`config.mk`:
```
export PLATFORM = sky130hd
export DESIGN_NAME = iam_top
export DESIGN_NICKNAME = d
export VERILOG_FILES = /design/src/iam_pkg.sv /design/src/iam_addr_match.sv /design/src/iam_scl_mon.sv /design/src/iam_top.sv
export SDC_FILE = /design/constraint.sdc
export NUM_CORES = 1
export LEC_CHECK = 0
export BUFFER_PORTS_ARGS = -buffer_cell sky130_fd_sc_hd__buf_2
export CORE_MARGIN = 1.5
export CORE_UTILIZATION = 40
export DETAILED_ROUTE_END_ITERATION = 12
export GPL_TIMING_DRIVEN = 0
export MAX_ROUTING_LAYER = met4
export SLEW_MARGIN = 10
export SYNTH_ARGS = -nofsm -noshare
export SYNTH_HDL_FRONTEND = slang
export SYNTH_SLANG_ARGS = --single-unit
```
`constraint.sdc`:
```
create_clock -name REF_CLK -period 2.7 [get_ports REF_CLK]
set_input_delay 0.54 -clock REF_CLK [delete_from_list [all_inputs] [get_ports REF_CLK]]
set_output_delay 0.54 -clock REF_CLK [all_outputs]
set_load 0.01 [all_outputs]
```
`src/iam_pkg.sv`:
```
package iam_pkg;
  localparam int AVS_AW = 3;
  localparam int AVS_DW = 32;
  // Word indices of the registers
  localparam logic [AVS_AW-1:0] REG_CTRL = 3'h0;
  localparam logic [AVS_AW-1:0] REG_ADDR = 3'h1;
  localparam logic [AVS_AW-1:0] REG_STATUS = 3'h2;
  localparam logic [AVS_AW-1:0] REG_INTFLAG = 3'h3;
  localparam logic [AVS_AW-1:0] REG_INTMASK = 3'h4;
  // Control fields
  localparam int CTRL_TWO_ADDR = 0;
  localparam int CTRL_WIDE = 1;
  // Address register fields
  localparam int ADDR_VAL_LSB = 0;
  localparam int AUTO_LENGTH_COUNT_LSB = 8;
  localparam int ADDR_MASK_LSB = 16;
  // Status fields
  localparam int ST_BUS_ERROR_FLAG = 0;
  localparam int ST_ARBITRATION_LOST_FLAG = 1;
  localparam int ST_RECEIVED_NACK_FLAG = 2;
  localparam int ST_BUSST_LSB = 4;
  localparam int ST_SCL_LOW_TIMEOUT_FLAG = 6;
  localparam int ST_CLOCK_HOLD_FLAG = 7;
  localparam int ST_MEXT = 8;
  localparam int ST_SEXT = 9;
  localparam int ST_LENGTH_ERROR_FLAG = 10;
  // Interrupt flag and mask fields
  localparam int IRQ_N = 5;
  localparam int IRQ_MATCH = 0;
  localparam int IRQ_LENGTH_ERROR_FLAG = 1;
  localparam int IRQ_SEXT = 2;
  localparam int IRQ_MEXT = 3;
  localparam int IRQ_SCL_LOW_TIMEOUT_FLAG = 4;
  // Reset values
  localparam logic [1:0] CTRL_RST = 2'h0;
  localparam logic [7:0] BYTE_RST = 8'h00;
  localparam logic [IRQ_N-1:0] IMASK_RST = 5'h00;
  // Time-out limits
  localparam int CLK_MHZ = 100;
  localparam int LOW_TOUT_US = 25000;
  localparam int SEXT_TOUT_US = 25000;
  localparam int MEXT_TOUT_US = 10000;
  localparam int LOW_TOUT_CYC = LOW_TOUT_US * CLK_MHZ;
  localparam int SEXT_TOUT_CYC = SEXT_TOUT_US * CLK_MHZ;
  localparam int MEXT_TOUT_CYC = MEXT_TOUT_US * CLK_MHZ;
  localparam int TOUT_CNT_W = 22;
  typedef enum logic [1:0] {BUS_IDLE = 2'b01, BUS_BUSY = 2'b10} iam_bus_e;
endpackage

```
`src/iam_addr_match.sv`:
```
`timescale 1ns/10ps
module iam_addr_match
  import iam_pkg::*;
(
  input wire logic [7:0] addr_in,
  input wire logic [7:0] match_val,
  input wire logic [7:0] match_mask_field,
  input wire logic two_addr,
  input wire logic wide,
  output logic hit
);
  logic [7:0] cmp;
  logic [7:0] diff_a;
  logic [7:0] diff_b;

  assign cmp = wide ? 8'hff : 8'h7f;

  genvar i;
  generate
    for (i = 0; i < 8; i++)
    begin : g_bit
      // Masked bits never count as a difference outside two-address mode
      assign diff_a[i] = cmp[i] & (addr_in[i] ^ match_val[i]) & (two_addr | ~match_mask_field[i]);
      assign diff_b[i] = cmp[i] & (addr_in[i] ^ match_mask_field[i]);
    end
  endgenerate

  assign hit = (diff_a == 8'h00) | (two_addr & (diff_b == 8'h00));
endmodule

```
`src/iam_scl_mon.sv`:
```
`timescale 1ns/10ps
module iam_scl_mon
  import iam_pkg::*;
#(
  parameter int CNT_W = TOUT_CNT_W,
  parameter int LOW_CYC = LOW_TOUT_CYC
)
(
  input wire logic clk,
  input wire logic rst_n,
  input wire logic scl_pin,
  input wire logic sda_pin,
  output logic scl_s,
  output logic start_p,
  output logic stop_p,
  output logic low_tout_p,
  output logic busy
);
  logic [1:0] scl_sync_q, scl_sync_d;
  logic [1:0] sda_sync_q, sda_sync_d;
  logic scl_old_q, sda_old_q;
  logic [CNT_W-1:0] low_cnt_q, low_cnt_d;
  iam_bus_e bus_q, bus_d;
  logic sda_s;

  assign scl_s = scl_sync_q[1];
  assign sda_s = sda_sync_q[1];
  assign start_p = scl_s & scl_old_q & sda_old_q & ~sda_s;
  assign stop_p = scl_s & scl_old_q & ~sda_old_q & sda_s;
  assign low_tout_p = ~scl_s & (low_cnt_q == CNT_W'(LOW_CYC - 1));
  assign busy = (bus_q == BUS_BUSY);

  always_comb
  begin
    scl_sync_d = {scl_sync_q[0], scl_pin};
    sda_sync_d = {sda_sync_q[0], sda_pin};
    // Saturates so the time-out fires once per low period
    if (scl_s)
      low_cnt_d = '0;
    else if (low_cnt_q == CNT_W'(LOW_CYC))
      low_cnt_d = low_cnt_q;
    else
      low_cnt_d = low_cnt_q + CNT_W'(1);
    case (bus_q)
      BUS_IDLE: bus_d = start_p ? BUS_BUSY : BUS_IDLE;
      BUS_BUSY: bus_d = (stop_p | low_tout_p) ? BUS_IDLE : BUS_BUSY;
      default: bus_d = BUS_IDLE;
    endcase
  end

  always_ff @(posedge clk)
  begin
    if (!rst_n)
    begin
      scl_sync_q <= 2'h3;
      sda_sync_q <= 2'h3;
      scl_old_q <= 1'b1;
      sda_old_q <= 1'b1;
      low_cnt_q <= '0;
      bus_q <= BUS_IDLE;
    end
    else
    begin
      scl_sync_q <= scl_sync_d;
      sda_sync_q <= sda_sync_d;
      scl_old_q <= scl_s;
      sda_old_q <= sda_s;
      low_cnt_q <= low_cnt_d;
      bus_q <= bus_d;
    end
  end
endmodule

```
`src/iam_top.sv`:
```
`timescale 1ns/10ps
module iam_top
  import iam_pkg::*;
#(
  parameter int CNT_W = TOUT_CNT_W,
  parameter int LOW_CYC = LOW_TOUT_CYC,
  parameter int SEXT_CYC = SEXT_TOUT_CYC,
  parameter int MEXT_CYC = MEXT_TOUT_CYC
)
(
  input wire logic REF_CLK,
  input wire logic RST_N,
  input wire logic [AVS_AW-1:0] AVS_ADDRESS,
  input wire logic AVS_READ,
  input wire logic AVS_WRITE,
  input wire logic [AVS_DW-1:0] AVS_WRITEDATA,
  input wire logic [3:0] AVS_BYTEENABLE,
  output logic [AVS_DW-1:0] AVS_READDATA,
  output logic AVS_WAITREQUEST,
  input wire logic SCL_IN,
  input wire logic SDA_IN,
  input wire logic [7:0] RX_ADDR,
  input wire logic RX_ADDR_VALID,
  input wire logic BYTE_SENT,
  input wire logic NACK_RX,
  input wire logic DMA_AUTO_LEN,
  input wire logic MASTER_SCL_LOW,
  input wire logic HOLD_REQ,
  input wire logic MB_FLAG,
  input wire logic SB_FLAG,
  input wire logic NEXT_CMD,
  input wire logic ARB_LOST,
  input wire logic BUS_ERROR,
  output logic ADDR_MATCH,
  output logic IRQ
);
  // Bus slave state
  logic wait_q, wait_d;
  logic [AVS_DW-1:0] rdata_q, rdata_d;
  // Software registers
  logic [1:0] ctrl_q, ctrl_d;
  logic [7:0] match_q, match_d;
  logic [7:0] len_q, len_d;
  logic [7:0] amask_q, amask_d;
  logic [IRQ_N-1:0] imask_q, imask_d;
  logic [IRQ_N-1:0] iflag_q, iflag_d;
  // Bus status flags
  logic length_error_flag_q, length_error_flag_d;
  logic sext_q, sext_d;
  logic mext_q, mext_d;
  logic hold_q, hold_d;
  logic lowt_q, lowt_d;
  logic received_nack_flag_q, received_nack_flag_d;
  logic arb_q, arb_d;
  logic berr_q, berr_d;
  logic hit_q, hit_d;
  logic irq_q, irq_d;
  // Counters
  logic [7:0] bcnt_q, bcnt_d;
  logic [CNT_W-1:0] scnt_q, scnt_d;
  logic [CNT_W-1:0] mcnt_q, mcnt_d;

  logic scl_s, start_p, stop_p, low_tout_p, busy;
  logic hit;
  logic [AVS_DW-1:0] wmask, w1c;
  logic wr_go, rd_take;
  logic ctrl_wr, addr_wr, st_wr, if_wr, im_wr;
  logic [15:0] status;
  logic [8:0] bcnt_inc;
  logic length_error_flag_ev, sext_ev, mext_ev;
  logic [IRQ_N-1:0] iev;

  iam_scl_mon #(
    .CNT_W(CNT_W),
    .LOW_CYC(LOW_CYC)
  ) u_mon (
    .clk(REF_CLK),
    .rst_n(RST_N),
    .scl_pin(SCL_IN),
    .sda_pin(SDA_IN),
    .scl_s(scl_s),
    .start_p(start_p),
    .stop_p(stop_p),
    .low_tout_p(low_tout_p),
    .busy(busy)
  );

  iam_addr_match u_match (
    .addr_in(RX_ADDR),
    .match_val(match_q),
    .match_mask_field(amask_q),
    .two_addr(ctrl_q[CTRL_TWO_ADDR]),
    .wide(ctrl_q[CTRL_WIDE]),
    .hit(hit)
  );

  // Bus slave: one wait cycle, then the request completes
  assign wr_go = AVS_WRITE & ~wait_q;
  assign rd_take = AVS_READ & wait_q;
  assign wmask = {{8{AVS_BYTEENABLE[3]}}, {8{AVS_BYTEENABLE[2]}},
                  {8{AVS_BYTEENABLE[1]}}, {8{AVS_BYTEENABLE[0]}}};
  assign w1c = AVS_WRITEDATA & wmask;
  assign ctrl_wr = wr_go & (AVS_ADDRESS == REG_CTRL);
  assign addr_wr = wr_go & (AVS_ADDRESS == REG_ADDR);
  assign st_wr = wr_go & (AVS_ADDRESS == REG_STATUS);
  assign if_wr = wr_go & (AVS_ADDRESS == REG_INTFLAG);
  assign im_wr = wr_go & (AVS_ADDRESS == REG_INTMASK);

  always_comb
  begin
    status = 16'h0000;
    status[ST_LENGTH_ERROR_FLAG] = length_error_flag_q;
    status[ST_SEXT] = sext_q;
    status[ST_MEXT] = mext_q;
    status[ST_CLOCK_HOLD_FLAG] = hold_q;
    status[ST_SCL_LOW_TIMEOUT_FLAG] = lowt_q;
    status[ST_BUSST_LSB +: 2] = busy ? BUS_BUSY : BUS_IDLE;
    status[ST_RECEIVED_NACK_FLAG] = received_nack_flag_q;
    status[ST_ARBITRATION_LOST_FLAG] = arb_q;
    status[ST_BUS_ERROR_FLAG] = berr_q;
  end

  always_comb
  begin
    wait_d = ~((AVS_READ | AVS_WRITE) & wait_q);
    rdata_d = rdata_q;
    if (rd_take)
    begin
      case (AVS_ADDRESS)
        REG_CTRL: rdata_d = {30'h0, ctrl_q};
        REG_ADDR: rdata_d = {8'h00, amask_q, len_q, match_q};
        REG_STATUS: rdata_d = {16'h0000, status};
        REG_INTFLAG: rdata_d = {27'h0, iflag_q};
        REG_INTMASK: rdata_d = {27'h0, imask_q};
        // Unmapped words read as zero
        default: rdata_d = 32'h0000_0000;
      endcase
    end
  end

  always_ff @(posedge REF_CLK)
  begin
    if (!RST_N)
    begin
      wait_q <= 1'b1;
      rdata_q <= 32'h0000_0000;
    end
    else
    begin
      wait_q <= wait_d;
      rdata_q <= rdata_d;
    end
  end

  // Byte and extension counters
  assign bcnt_inc = {1'b0, bcnt_q} + {8'h00, BYTE_SENT};
  assign sext_ev = ~scl_s & ~MASTER_SCL_LOW & busy & (scnt_q == CNT_W'(SEXT_CYC - 1));
  assign mext_ev = MASTER_SCL_LOW & (mcnt_q == CNT_W'(MEXT_CYC - 1));
  assign length_error_flag_ev = NACK_RX & DMA_AUTO_LEN & (bcnt_inc < {1'b0, len_q});

  always_comb
  begin
    bcnt_d = bcnt_q;
    if (addr_wr | start_p)
      bcnt_d = BYTE_RST;
    else if (BYTE_SENT & (bcnt_q != 8'hff))
      bcnt_d = bcnt_inc[7:0];
    // Slave stretching is summed over the whole frame
    scnt_d = scnt_q;
    if (start_p | stop_p)
      scnt_d = '0;
    else if (~scl_s & ~MASTER_SCL_LOW & busy & (scnt_q != CNT_W'(SEXT_CYC)))
      scnt_d = scnt_q + CNT_W'(1);
    // Master stretching is summed per byte
    mcnt_d = mcnt_q;
    if (start_p | BYTE_SENT)
      mcnt_d = '0;
    else if (MASTER_SCL_LOW & (mcnt_q != CNT_W'(MEXT_CYC)))
      mcnt_d = mcnt_q + CNT_W'(1);
  end

  always_ff @(posedge REF_CLK)
  begin
    if (!RST_N)
    begin
      bcnt_q <= 8'h00;
      scnt_q <= '0;
      mcnt_q <= '0;
    end
    else
    begin
      bcnt_q <= bcnt_d;
      scnt_q <= scnt_d;
      mcnt_q <= mcnt_d;
    end
  end

  // Registers and flags; a set in the same cycle as a clear wins
  always_comb
  begin
    ctrl_d = ctrl_wr ? w1c[1:0] | (ctrl_q & ~wmask[1:0]) : ctrl_q;
    match_d = match_q;
    len_d = len_q;
    amask_d = amask_q;
    if (addr_wr)
    begin
      match_d = AVS_BYTEENABLE[0] ? AVS_WRITEDATA[ADDR_VAL_LSB +: 8] : match_q;
      len_d = AVS_BYTEENABLE[1] ? AVS_WRITEDATA[AUTO_LENGTH_COUNT_LSB +: 8] : len_q;
      amask_d = AVS_BYTEENABLE[2] ? AVS_WRITEDATA[ADDR_MASK_LSB +: 8] : amask_q;
    end
    imask_d = im_wr ? (w1c[IRQ_N-1:0] | (imask_q & ~wmask[IRQ_N-1:0])) : imask_q;
    // Flag writes act directly in this clock domain
    length_error_flag_d = length_error_flag_ev | (length_error_flag_q & ~addr_wr & ~(st_wr & w1c[ST_LENGTH_ERROR_FLAG]));
    sext_d = sext_ev | (sext_q & ~addr_wr & ~(st_wr & w1c[ST_SEXT]));
    mext_d = mext_ev | (mext_q & ~addr_wr & ~(st_wr & w1c[ST_MEXT]));
    lowt_d = low_tout_p | (lowt_q & ~(st_wr & w1c[ST_SCL_LOW_TIMEOUT_FLAG]));
    arb_d = ARB_LOST | (arb_q & ~(st_wr & w1c[ST_ARBITRATION_LOST_FLAG]));
    berr_d = BUS_ERROR | (berr_q & ~(st_wr & w1c[ST_BUS_ERROR_FLAG]));
    received_nack_flag_d = NACK_RX | (received_nack_flag_q & ~BYTE_SENT);
    // Bus writes never touch the hold bit
    hold_d = HOLD_REQ | (hold_q & ~(~MB_FLAG & ~SB_FLAG & NEXT_CMD));
    hit_d = RX_ADDR_VALID & hit;
    iev = '0;
    iev[IRQ_MATCH] = hit_d;
    iev[IRQ_LENGTH_ERROR_FLAG] = length_error_flag_ev;
    iev[IRQ_SEXT] = sext_ev;
    iev[IRQ_MEXT] = mext_ev;
    iev[IRQ_SCL_LOW_TIMEOUT_FLAG] = low_tout_p;
    iflag_d = iev | (iflag_q & ~(if_wr ? w1c[IRQ_N-1:0] : '0));
    // Output lags the flag by one cycle so it stays a clean flop
    irq_d = |(iflag_q & imask_q);
  end

  always_ff @(posedge REF_CLK)
  begin
    if (!RST_N)
    begin
      ctrl_q <= CTRL_RST;
      match_q <= BYTE_RST;
      len_q <= BYTE_RST;
      amask_q <= BYTE_RST;
      imask_q <= IMASK_RST;
      iflag_q <= '0;
      length_error_flag_q <= 1'b0;
      sext_q <= 1'b0;
      mext_q <= 1'b0;
      lowt_q <= 1'b0;
      arb_q <= 1'b0;
      berr_q <= 1'b0;
      received_nack_flag_q <= 1'b0;
      hold_q <= 1'b0;
      hit_q <= 1'b0;
      irq_q <= 1'b0;
    end
    else
    begin
      ctrl_q <= ctrl_d;
      match_q <= match_d;
      len_q <= len_d;
      amask_q <= amask_d;
      imask_q <= imask_d;
      iflag_q <= iflag_d;
      length_error_flag_q <= length_error_flag_d;
      sext_q <= sext_d;
      mext_q <= mext_d;
      lowt_q <= lowt_d;
      arb_q <= arb_d;
      berr_q <= berr_d;
      received_nack_flag_q <= received_nack_flag_d;
      hold_q <= hold_d;
      hit_q <= hit_d;
      irq_q <= irq_d;
    end
  end

  assign AVS_READDATA = rdata_q;
  assign AVS_WAITREQUEST = wait_q;
  assign ADDR_MATCH = hit_q;
  assign IRQ = irq_q;
endmodule

```
[Word-level counts from Yosys, hierarchy flattened]
Index checks and enable logic that the tools add are counted.
Cells by class
  bitwise logic cells: 143
  add/subtract/negate cells: 4
  reductions and logical operators: 11
  $lt $le $gt $ge: 1
  muxes and demuxes: 7
  equal/unequal tests: 13
Operators by type and width (count)
  one-hot mux 24 bit (5 select lines): 1
  bitwise AND 1 bit: 68
  adder 22 x 1 -> 22 bit (second input constant): 3
  == test 22 bit (second input constant): 3
  inverter 1 bit: 26
  == test 22 x 20 -> 1 bit (second input constant): 1
  inequality test 22 x 20 -> 1 bit (second input constant): 1
  inequality test 22 bit (second input constant): 1
  OR 1 bit: 22
  logical NOT 8 bit: 2
  bitwise XOR 1 bit: 16
  bitwise AND 5 bit: 3
  bitwise AND 11 bit: 1
  inverter 5 bit: 2
  OR 5 bit: 2
  adder 8 x 1 -> 9 bit: 1
  < comparator 9 x 8 -> 1 bit: 1
  2-to-1 mux 8 bit: 1
  inequality test 8 bit (second input constant): 1
  OR reduction 2 bit: 4
  == test 3 x 2 -> 1 bit (second input constant): 2
  2-to-1 mux 2 bit: 3
  AND reduction 2 bit: 3
  2-to-1 mux 5 bit: 1
  10 further kinds: 10
Storage, ports and cells
  input port bits: 64
  register bits: 161
  logic and storage cells: 206
  output and inout port bits: 35

[Logic depth before layout (Yosys ltp)]
Gate-level depths: netlist of run 1.
  depth after elaboration: 7
  depth in mapped cells: 10
  depth with buffers taken out: 10

[Cells and area by module]
Synthesis of run 1 repeated with hierarchy kept, for this count alone.
Unflattened totals
  cells, all modules: 852
  area, all modules: 7422.1 um2
Modules (own cells, without submodules)
  iam_top: cells each 666, seq. area each 2462.4 um2, instances 1, area an instance 5783.0 um2
  iam_scl_mon: cells each 155, seq. area each 600.6 um2, instances 1, area an instance 1381.3 um2
  iam_addr_match: cells each 31, seq. area each 0.0 um2, instances 1, area an instance 257.7 um2

[Worst setup path before layout of run 1]
No wires, ideal clock.
  path type: input to register
  from: input BYTE_SENT
  to: register length_error_flag_q
  required time: 2.609 ns
  stages: 10
  library setup time: 0.091 ns
  arrival time: 2.195 ns
  path buffers: 0
  setup slack: 0.414 ns
  path through: ha_1 > ha_1 > and3_1 > nand3_1 > xnor2_1 > ha_1 > a21oi_1 > o21a_1 > o21ai_0 > a311oi_1
On the way
  cells in the longest elaborated chain, start to end: 4
RTL lines
  from (decl): RTL line iam_top.sv:24  | input wire logic BYTE_SENT,
  adder 8 x 1 -> 9 bit: RTL line iam_top.sv:156  | assign bcnt_inc = {1'b0, bcnt_q} + {8'h00, BYTE_SENT};
  named net bcnt_inc[6]: RTL line iam_top.sv:69  | logic [8:0] bcnt_inc;
  < comparator 9 x 8 -> 1 bit: RTL line iam_top.sv:159  | assign length_error_flag_ev = NACK_RX & DMA_AUTO_LEN & (bcnt_inc < {1'b0, len_q});
  bitwise AND 1 bit: RTL line iam_top.sv:159
  OR 1 bit: RTL line iam_top.sv:213  | length_error_flag_d = length_error_flag_ev | (length_error_flag_q & ~addr_wr & ~(st_wr & w1c[ST_LENGTH_ERROR_F ...
  to (signal assigned): RTL line iam_top.sv:263  | length_error_flag_q <= length_error_flag_d;
  to (decl): RTL line iam_top.sv:48  | logic length_error_flag_q, length_error_flag_d;
The timed path passes the listed nets, and every way through them passes these cells.
A chain may end at the register's enable or synchronous reset.

[Worst setup path in the final report of run 1]
  from: register bcnt_q[0]
  to: register length_error_flag_q
On the way
  cells in the longest elaborated chain, start to end: 4
RTL lines
  from (decl): RTL line iam_top.sv:59  | logic [7:0] bcnt_q, bcnt_d;
  from (signal assigned): RTL line iam_top.sv:192  | bcnt_q <= bcnt_d;
  adder 8 x 1 -> 9 bit: RTL line iam_top.sv:156
  named net bcnt_inc[6]: RTL line iam_top.sv:69
  < comparator 9 x 8 -> 1 bit: RTL line iam_top.sv:159
  bitwise AND 1 bit: RTL line iam_top.sv:159
  OR 1 bit: RTL line iam_top.sv:213
The timed path passes the listed nets, and every way through them passes these cells.

==> flow_summary.ini, run 1 <==
[run_status]
status = finished, final reports clean

[drt]
drt-total-wl_microns = 18000
vias = 6497
drc = 0
drt-wirelength-per-cell_microns = 15.1
firstDrtPassIters = 5
via_per_inst = 5.43
drt_iter0_markers = 358
drtAntennaViolNets = 0

[yosys]
ys_warn_count = 0
yosysTopAreaCell = dfxtp_1
synth.distinct_cells = 65
synth.avg_cell_area_sq_um = 8.69
synth_edf_count = 0
synth_area_sq_mm = 0.00736
ys_ff_latch = 153
yosysSeqAreaShare_pct = 41.6
ys_top_cells_by_area = dfxtp_1 42%, mux2i_1 4.2%, a21oi_1 4.1%
synth.most_common_cell = dfxtp_1
synth.top_cell.area_share_pct = 41.6
ys.flop_type = dfxtp_1
synth_common_cells = 153 x dfxtp_1, 80 x nor2_1, 61 x a21oi_1
ys_async_sr_fraction_pct = 0
syn_inst = 847

[worst_hold_path]
hold_class = input port to register
whs_path_depth = 2

[sta]
finalCritPeriodShare_pct = 93.4
finalMaxSlewViolations = 0
slew_headroom_pct = 35.2
fmax_ghz = 0.396
tightest_slew_ps = 971
hold_viol_final = 0
setup_violations = 0
finalSetupTns_ps = 0
rsz0062_at_grt = no
fin_crit_ps = 2520
skew_ps = 10.0
final.setup.worst_slack_ps = 177

[finish]
areaGrowthSynthToFinish_pct = 17.3
seqCellArea_sq_mm = 0.00306
multi_input_area_sq_mm = 0.00400
post_route_cells_drive_above_1_share_pct = 13.7
fin_util_pct = 47.9
fin_nets = 1034
n_fill_cell = 1819

[worst_setup_path]
r2r_cells = 10
regToRegEndpoint = length_error_flag_q$_SDFF_PN0_
required_ps = 3020
path_max_fanout = 4
worstPathArrival_ps = 2850
crit_type = register to register
end_kind = register
endpoint = length_error_flag_q$_SDFF_PN0_
setup.worst_path.start = bcnt_q[0]$_SDFFE_PP0P_
start_kind = register
reg2reg_slack_ps = 180
timing.rr.start = bcnt_q[0]$_SDFFE_PP0P_

[global_route]
antenna_found_initial = 2
first_global_vias = 6196
grt_pass1_wl_microns = 30100
grt_start_max_net_pins = 17
grt_util_all_layers_pct = 19.5
grt-ovfl-total = 0

[clock_tree]
cts_tree = done
hold_buffers = 0
post-cts-setup-buffers = 0
cts_buffers = 17
cts_resized = 0
cts_root_buf = clkbuf_16
clk-insertion-delay-late_ps = 420
cts_num_sinks = 153
clkTransAtPathRegs_ps = 60
h-tree-depth = 4
clockBufferDepth = 2

[placed_design]
place.gp.congestion = 0.812
place_ws_ps = -113
io_buffers = 79
dpl.hpwl_microns = 13100

[floorplan]
die_area_sq_mm = 0.0192
start_util_pct = 40.9
num_rows = 49
dieHeight_microns = 139
core_sq_mm = 0.0180
fp.dieW_microns = 139
ioPinCount = 99

[pwr]
ir_worst_vdd_mv = 0.401
p_leak_nw = 3.20
powerDensity_mw_per_mm2 = 558

[run]
cap_violations = 0
stage by stage:
step	area [sq um]	cells	power, mW	hold slack [ps]
floorplan	7390	854	2.49	386
global placement	8070	1162	2.61	407
detailed placement	8070	1162	2.61	400
CTS	8630	1193	4.86	296
global route	8630	1195	4.99	312
finish	8630	1196	4.82	301
placed cells by master (no fill, tap or decap), types with 27 or more instances in the layout:
cell        n
clkbuf_1   33
nand2_1    50
nor2_1     80
nand3_1    44
inv_1      28
o21ai_0    31
nand4_1    28
buf_2      82
mux2i_1    31
xor2_1     27
a21oi_1    61
dfxtp_1   153
per-layer routing:
layer	global-route usage (%)	part of all wire, %	wire (microns)
met4	5.76	1.6	282
met5	-	0	0
met3	3.87	3.9	709
met1	25.2	49	8820
met2	30.9	46	8230
power by group:
part           total [mW]  internal [mW]  leakage, nW  switching [mW]
sequential           2.30           2.28         1.24          0.0177
clock                2.26           1.31        0.258           0.945
combinational       0.262         0.0993         1.71           0.163
total                4.82           3.69         3.20            1.13
worst max-delay path, stage by stage (launching register included):
cell	delay, ps
dfxtp_1	380
ha_1	170
ha_1	200
and3_1	280
nand3_1	150
xnor2_1	210
ha_1	290
a21oi_1	130
o21a_1	130
o21ai_0	180
a311oi_1	300
flip-flops by register name (all words and copies together) (netlist names), 2 cells and up, named ones only:
name,flops
AVS_READDATA,24
amask_q,8
bcnt_q,8
iflag_q,5
len_q,8
match_q,8
mcnt_q,22
scnt_q,22
u_mon.bus_q,2
u_mon.low_cnt_q,22
u_mon.scl_sync_q,2
u_mon.sda_sync_q,2
worst min-delay path by stage:
stage | slack [ps] | end | from
5_1_grt | 310 | u_mon.scl_sync_q[0]$_SDFF_PN1_ | SCL_IN
3_3_place_gp | 410 | u_mon.sda_sync_q[1]$_SDFF_PN1_ | u_mon.sda_sync_q[0]$_SDFF_PN1_
2_1_floorplan | 390 | u_mon.scl_sync_q[1]$_SDFF_PN1_ | u_mon.scl_sync_q[0]$_SDFF_PN1_
3_5_place_dp | 400 | u_mon.sda_sync_q[1]$_SDFF_PN1_ | u_mon.sda_sync_q[0]$_SDFF_PN1_
6_report | 300 | u_mon.scl_sync_q[0]$_SDFF_PN1_ | SCL_IN
4_1_cts | 300 | u_mon.scl_sync_q[0]$_SDFF_PN1_ | SCL_IN
layout make-up:
| type | instances | area share (%) |
|---|---|---|
| inverters | 28 | 1.22 |
| diodes | 3 | 0.0869 |
| clock buffers | 21 | 5.33 |
| multi-input cells | 625 | 46.3 |
| well taps | 229 | 3.32 |
| repair buffers | 79 | 4.58 |
| clock inverters | 10 | 1.10 |
| plain buffers | 48 | 2.61 |
| flip-flops and latches | 153 | 35.5 |
cell families after synthesis:
logic type                 after synthesis  share of synthesized area, %
other                                    1                        0.0509
DFF                                    153                          41.6
adders and majority gates               18                          3.06
and+or+nand+nor                        336                          24.9
muxes                                   33                          4.52
xor gates and xnor gates                47                          5.59
AOI/OAI and AO/OA                      183                          15.8
buffers and inverters                   76                          4.49
Power figures use the tool's default switching activity.
==> run 2, diff against run 1 <==
--- a/config.mk
+++ b/config.mk
@@ -5,11 +5,12 @@
 export SDC_FILE = /design/constraint.sdc
 export NUM_CORES = 1
 export LEC_CHECK = 0
+export ABC_AREA = 1
 export BUFFER_PORTS_ARGS = -buffer_cell sky130_fd_sc_hd__buf_2
+export CORE_ASPECT_RATIO = 1.4
 export CORE_MARGIN = 1.5
 export CORE_UTILIZATION = 40
 export DETAILED_ROUTE_END_ITERATION = 12
-export GPL_TIMING_DRIVEN = 0
 export MAX_ROUTING_LAYER = met4
 export SLEW_MARGIN = 10
 export SYNTH_ARGS = -nofsm -noshare
==> run 2 against run 1 <==
Effect of this change:
- fmax rose by 9.5%
- critical path depth up 3
- clock-buffer cell count shrank 1
- non-clock buffer count fell by 35
- via count is 16% higher
- register-to-register slack better by 220 ps
- sequential power about the same
- first-iteration DRC count rose by 5.3%
- global-route usage increased by 1.5 points
- area after synthesis grew 9.1%
- hold slack better by 17 ps
==> flow_summary.ini, run 2 <==
[run_status]
status = finished, final reports clean

[floorplan]
fp.dieW_microns = 123
dieHeight_microns = 171
num_rows = 61
start_util_pct = 40.6
ioPinCount = 99
core_sq_mm = 0.0198
die_area_sq_mm = 0.0209

[finish]
largest_register_ffs = 24
fin_cells = 1545
areaGrowthSynthToFinish_pct = 15.2
n_fill_cell = 2073
post_route_cells_drive_above_1_share_pct = 13.7
fin_nets = 1361
final_common_cell = nand2_1
fin_util_pct = 46.8
fin_area_sq_mm = 0.00925
layout_common_cells = 332 x nand2_1, 153 x dfxtp_1, 136 x nor2_1, 124 x a21oi_1, 112 x inv_1

[worst_setup_path]
timing.rr.start = bcnt_q[0]$_SDFFE_PP0P_
path_max_fanout = 4
reg2reg_slack_ps = 400
worstPathArrival_ps = 2660
setup.worst_path.start = bcnt_q[0]$_SDFFE_PP0P_
required_ps = 3060
start_kind = register
regToRegEndpoint = length_error_flag_q$_SDFF_PN0_
crit_type = register to register
r2r_cells = 13
end_kind = register

[clock_tree]
clk-insertion-delay-late_ps = 430
clkTransAtPathRegs_ps = 60
cts_resized = 0
post-cts-setup-buffers = 0
cts_tree = done
h-tree-depth = 4
cts_root_buf = clkbuf_16
clockBufferDepth = 2
hold_buffers = 0
cts_num_sinks = 153
cts_buffers = 17

[worst_hold_path]
hold_class = input port to register
whs_path_depth = 3
hp-start = HOLD_REQ
min_to = hold_q$_SDFF_PN0_

[drt]
drc = 0
drt-total-wl_microns = 20500
vias = 7560
drt_iter0_markers = 377
firstDrtPassIters = 5
drtAntennaViolNets = 0
via_per_inst = 4.89
drt-wirelength-per-cell_microns = 13.2

[sta]
setup_violations = 0
hold_viol_final = 0
slew_headroom_pct = 63.4
rsz0062_at_grt = no
whs_ps = 318
final.setup.worst_slack_ps = 397
finalCritPeriodShare_pct = 85.3
fin_crit_ps = 2300
skew_ps = 8.38
finalMaxSlewViolations = 0
fmax_ghz = 0.434
finalSetupTns_ps = 0
tightest_slew_ps = 545

[yosys]
yosysSeqAreaShare_pct = 38.1
ys_warn_count = 0
synth.most_common_cell = nand2_1
ys_ff_latch = 153
synth_common_cells = 332 x nand2_1, 153 x dfxtp_1, 136 x nor2_1
synth.top_cell.area_share_pct = 38.1
synth_edf_count = 0
synth_area_sq_mm = 0.00803
ys_top_cells_by_area = dfxtp_1 38%, nand2_1 16%, a21oi_1 7.7%
ys.flop_type = dfxtp_1
synth.distinct_cells = 40
yosysTopAreaCell = dfxtp_1
syn_inst = 1194
synth.avg_cell_area_sq_um = 6.73
ys_async_sr_fraction_pct = 0

[global_route]
grt_util_all_layers_pct = 20.9
grt-ovfl-total = 0
grt_pass1_wl_microns = 33900
antenna_found_initial = 1
grt_start_max_net_pins = 46
first_global_vias = 7283

[pwr]
powerDensity_mw_per_mm2 = 543
ir_worst_vdd_mv = 0.398
power.total_mw = 5.02
p_leak_nw = 3.55

[placed_design]
dp.cells = 1512
dpl.hpwl_microns = 15700
dpl_cell_area_sq_mm = 0.00866
place.gp.congestion = 0.911
place_ws_ps = 120
io_buffers = 81

[run]
cap_violations = 0
## run 2: cell types whose count changed in the layout (fill, tap and decap cells not counted), moves of 31 or more
cell,delta
mux2i_1,-31
clkbuf_1,-32
o21ai_0,+39
inv_1,+84
nor2_1,+56
a21oi_1,+63
nand2_1,+282
## run 2: cells by family (layout without fill, tap and decap cells)
kind of cell             count (synthesis)  count (layout)  synth area share (%)
AND/OR/NAND/NOR                        597             597                  31.3
AO/OA/AOI/OAI                          225             225                  15.0
buffers and inverters                  163             254                  8.72
flip-flops                             153             153                  38.1
XOR/XNOR                                37              37                  4.03
adder cells (fa/ha/maj)                 18              18                  2.80
other                                    1               9                0.0467
## run 2: worst max path at each step
stage,end,cells after the start
finish,length_error_flag_q$_SDFF_PN0_,13
global route,iflag_q[1]$_SDFF_PN0_,13
CTS,length_error_flag_q$_SDFF_PN0_,13
detailed placement,iflag_q[1]$_SDFF_PN0_,14
global placement,iflag_q[1]$_SDFF_PN0_,14
floorplan,iflag_q[1]$_SDFF_PN0_,13
## run 2: cell type report
type                    count  area [sq um]  area share (%)
flip-flops and latches    153          3060            33.1
multi-input cells         885          4290            46.4
clock buffers              20           457            4.94
well taps                 252           315            3.41
diodes                      1          2.50          0.0270
inverters                 130           495            5.35
repair buffers             92           488            5.27
clock inverters            12           139            1.50
## run 2: critical path: stages, from the launching register on
cell     delay (ps)
dfxtp_1         370
ha_1            170
ha_1            170
inv_1            40
nor2_1          240
nand3_1         130
xor2_1          200
ha_1            270
a21o_1          160
nand3_1          70
nand2_1          50
nor2_1          110
nand3_1         130
a21oi_1         140
## run 2: where the power goes
group | switching (mW) | total, mW | leakage (nW) | internal, mW
clock | 0.987 | 2.41 | 0.291 | 1.42
combinational | 0.197 | 0.302 | 2.02 | 0.105
sequential | 0.0215 | 2.31 | 1.24 | 2.29
## run 2: per-layer routing
| metal | vias to the layer above | GRT usage, % | wire length (microns) |
|---|---|---|---|
| met5 | - | - | 0 |
| met4 | 0 | 7.58 | 500 |
| met3 | 26 | 3.93 | 843 |
| met2 | 147 | 38.1 | 10500 |
| met1 | 3379 | 22.2 | 8580 |
| li1 | 4008 | - | - |
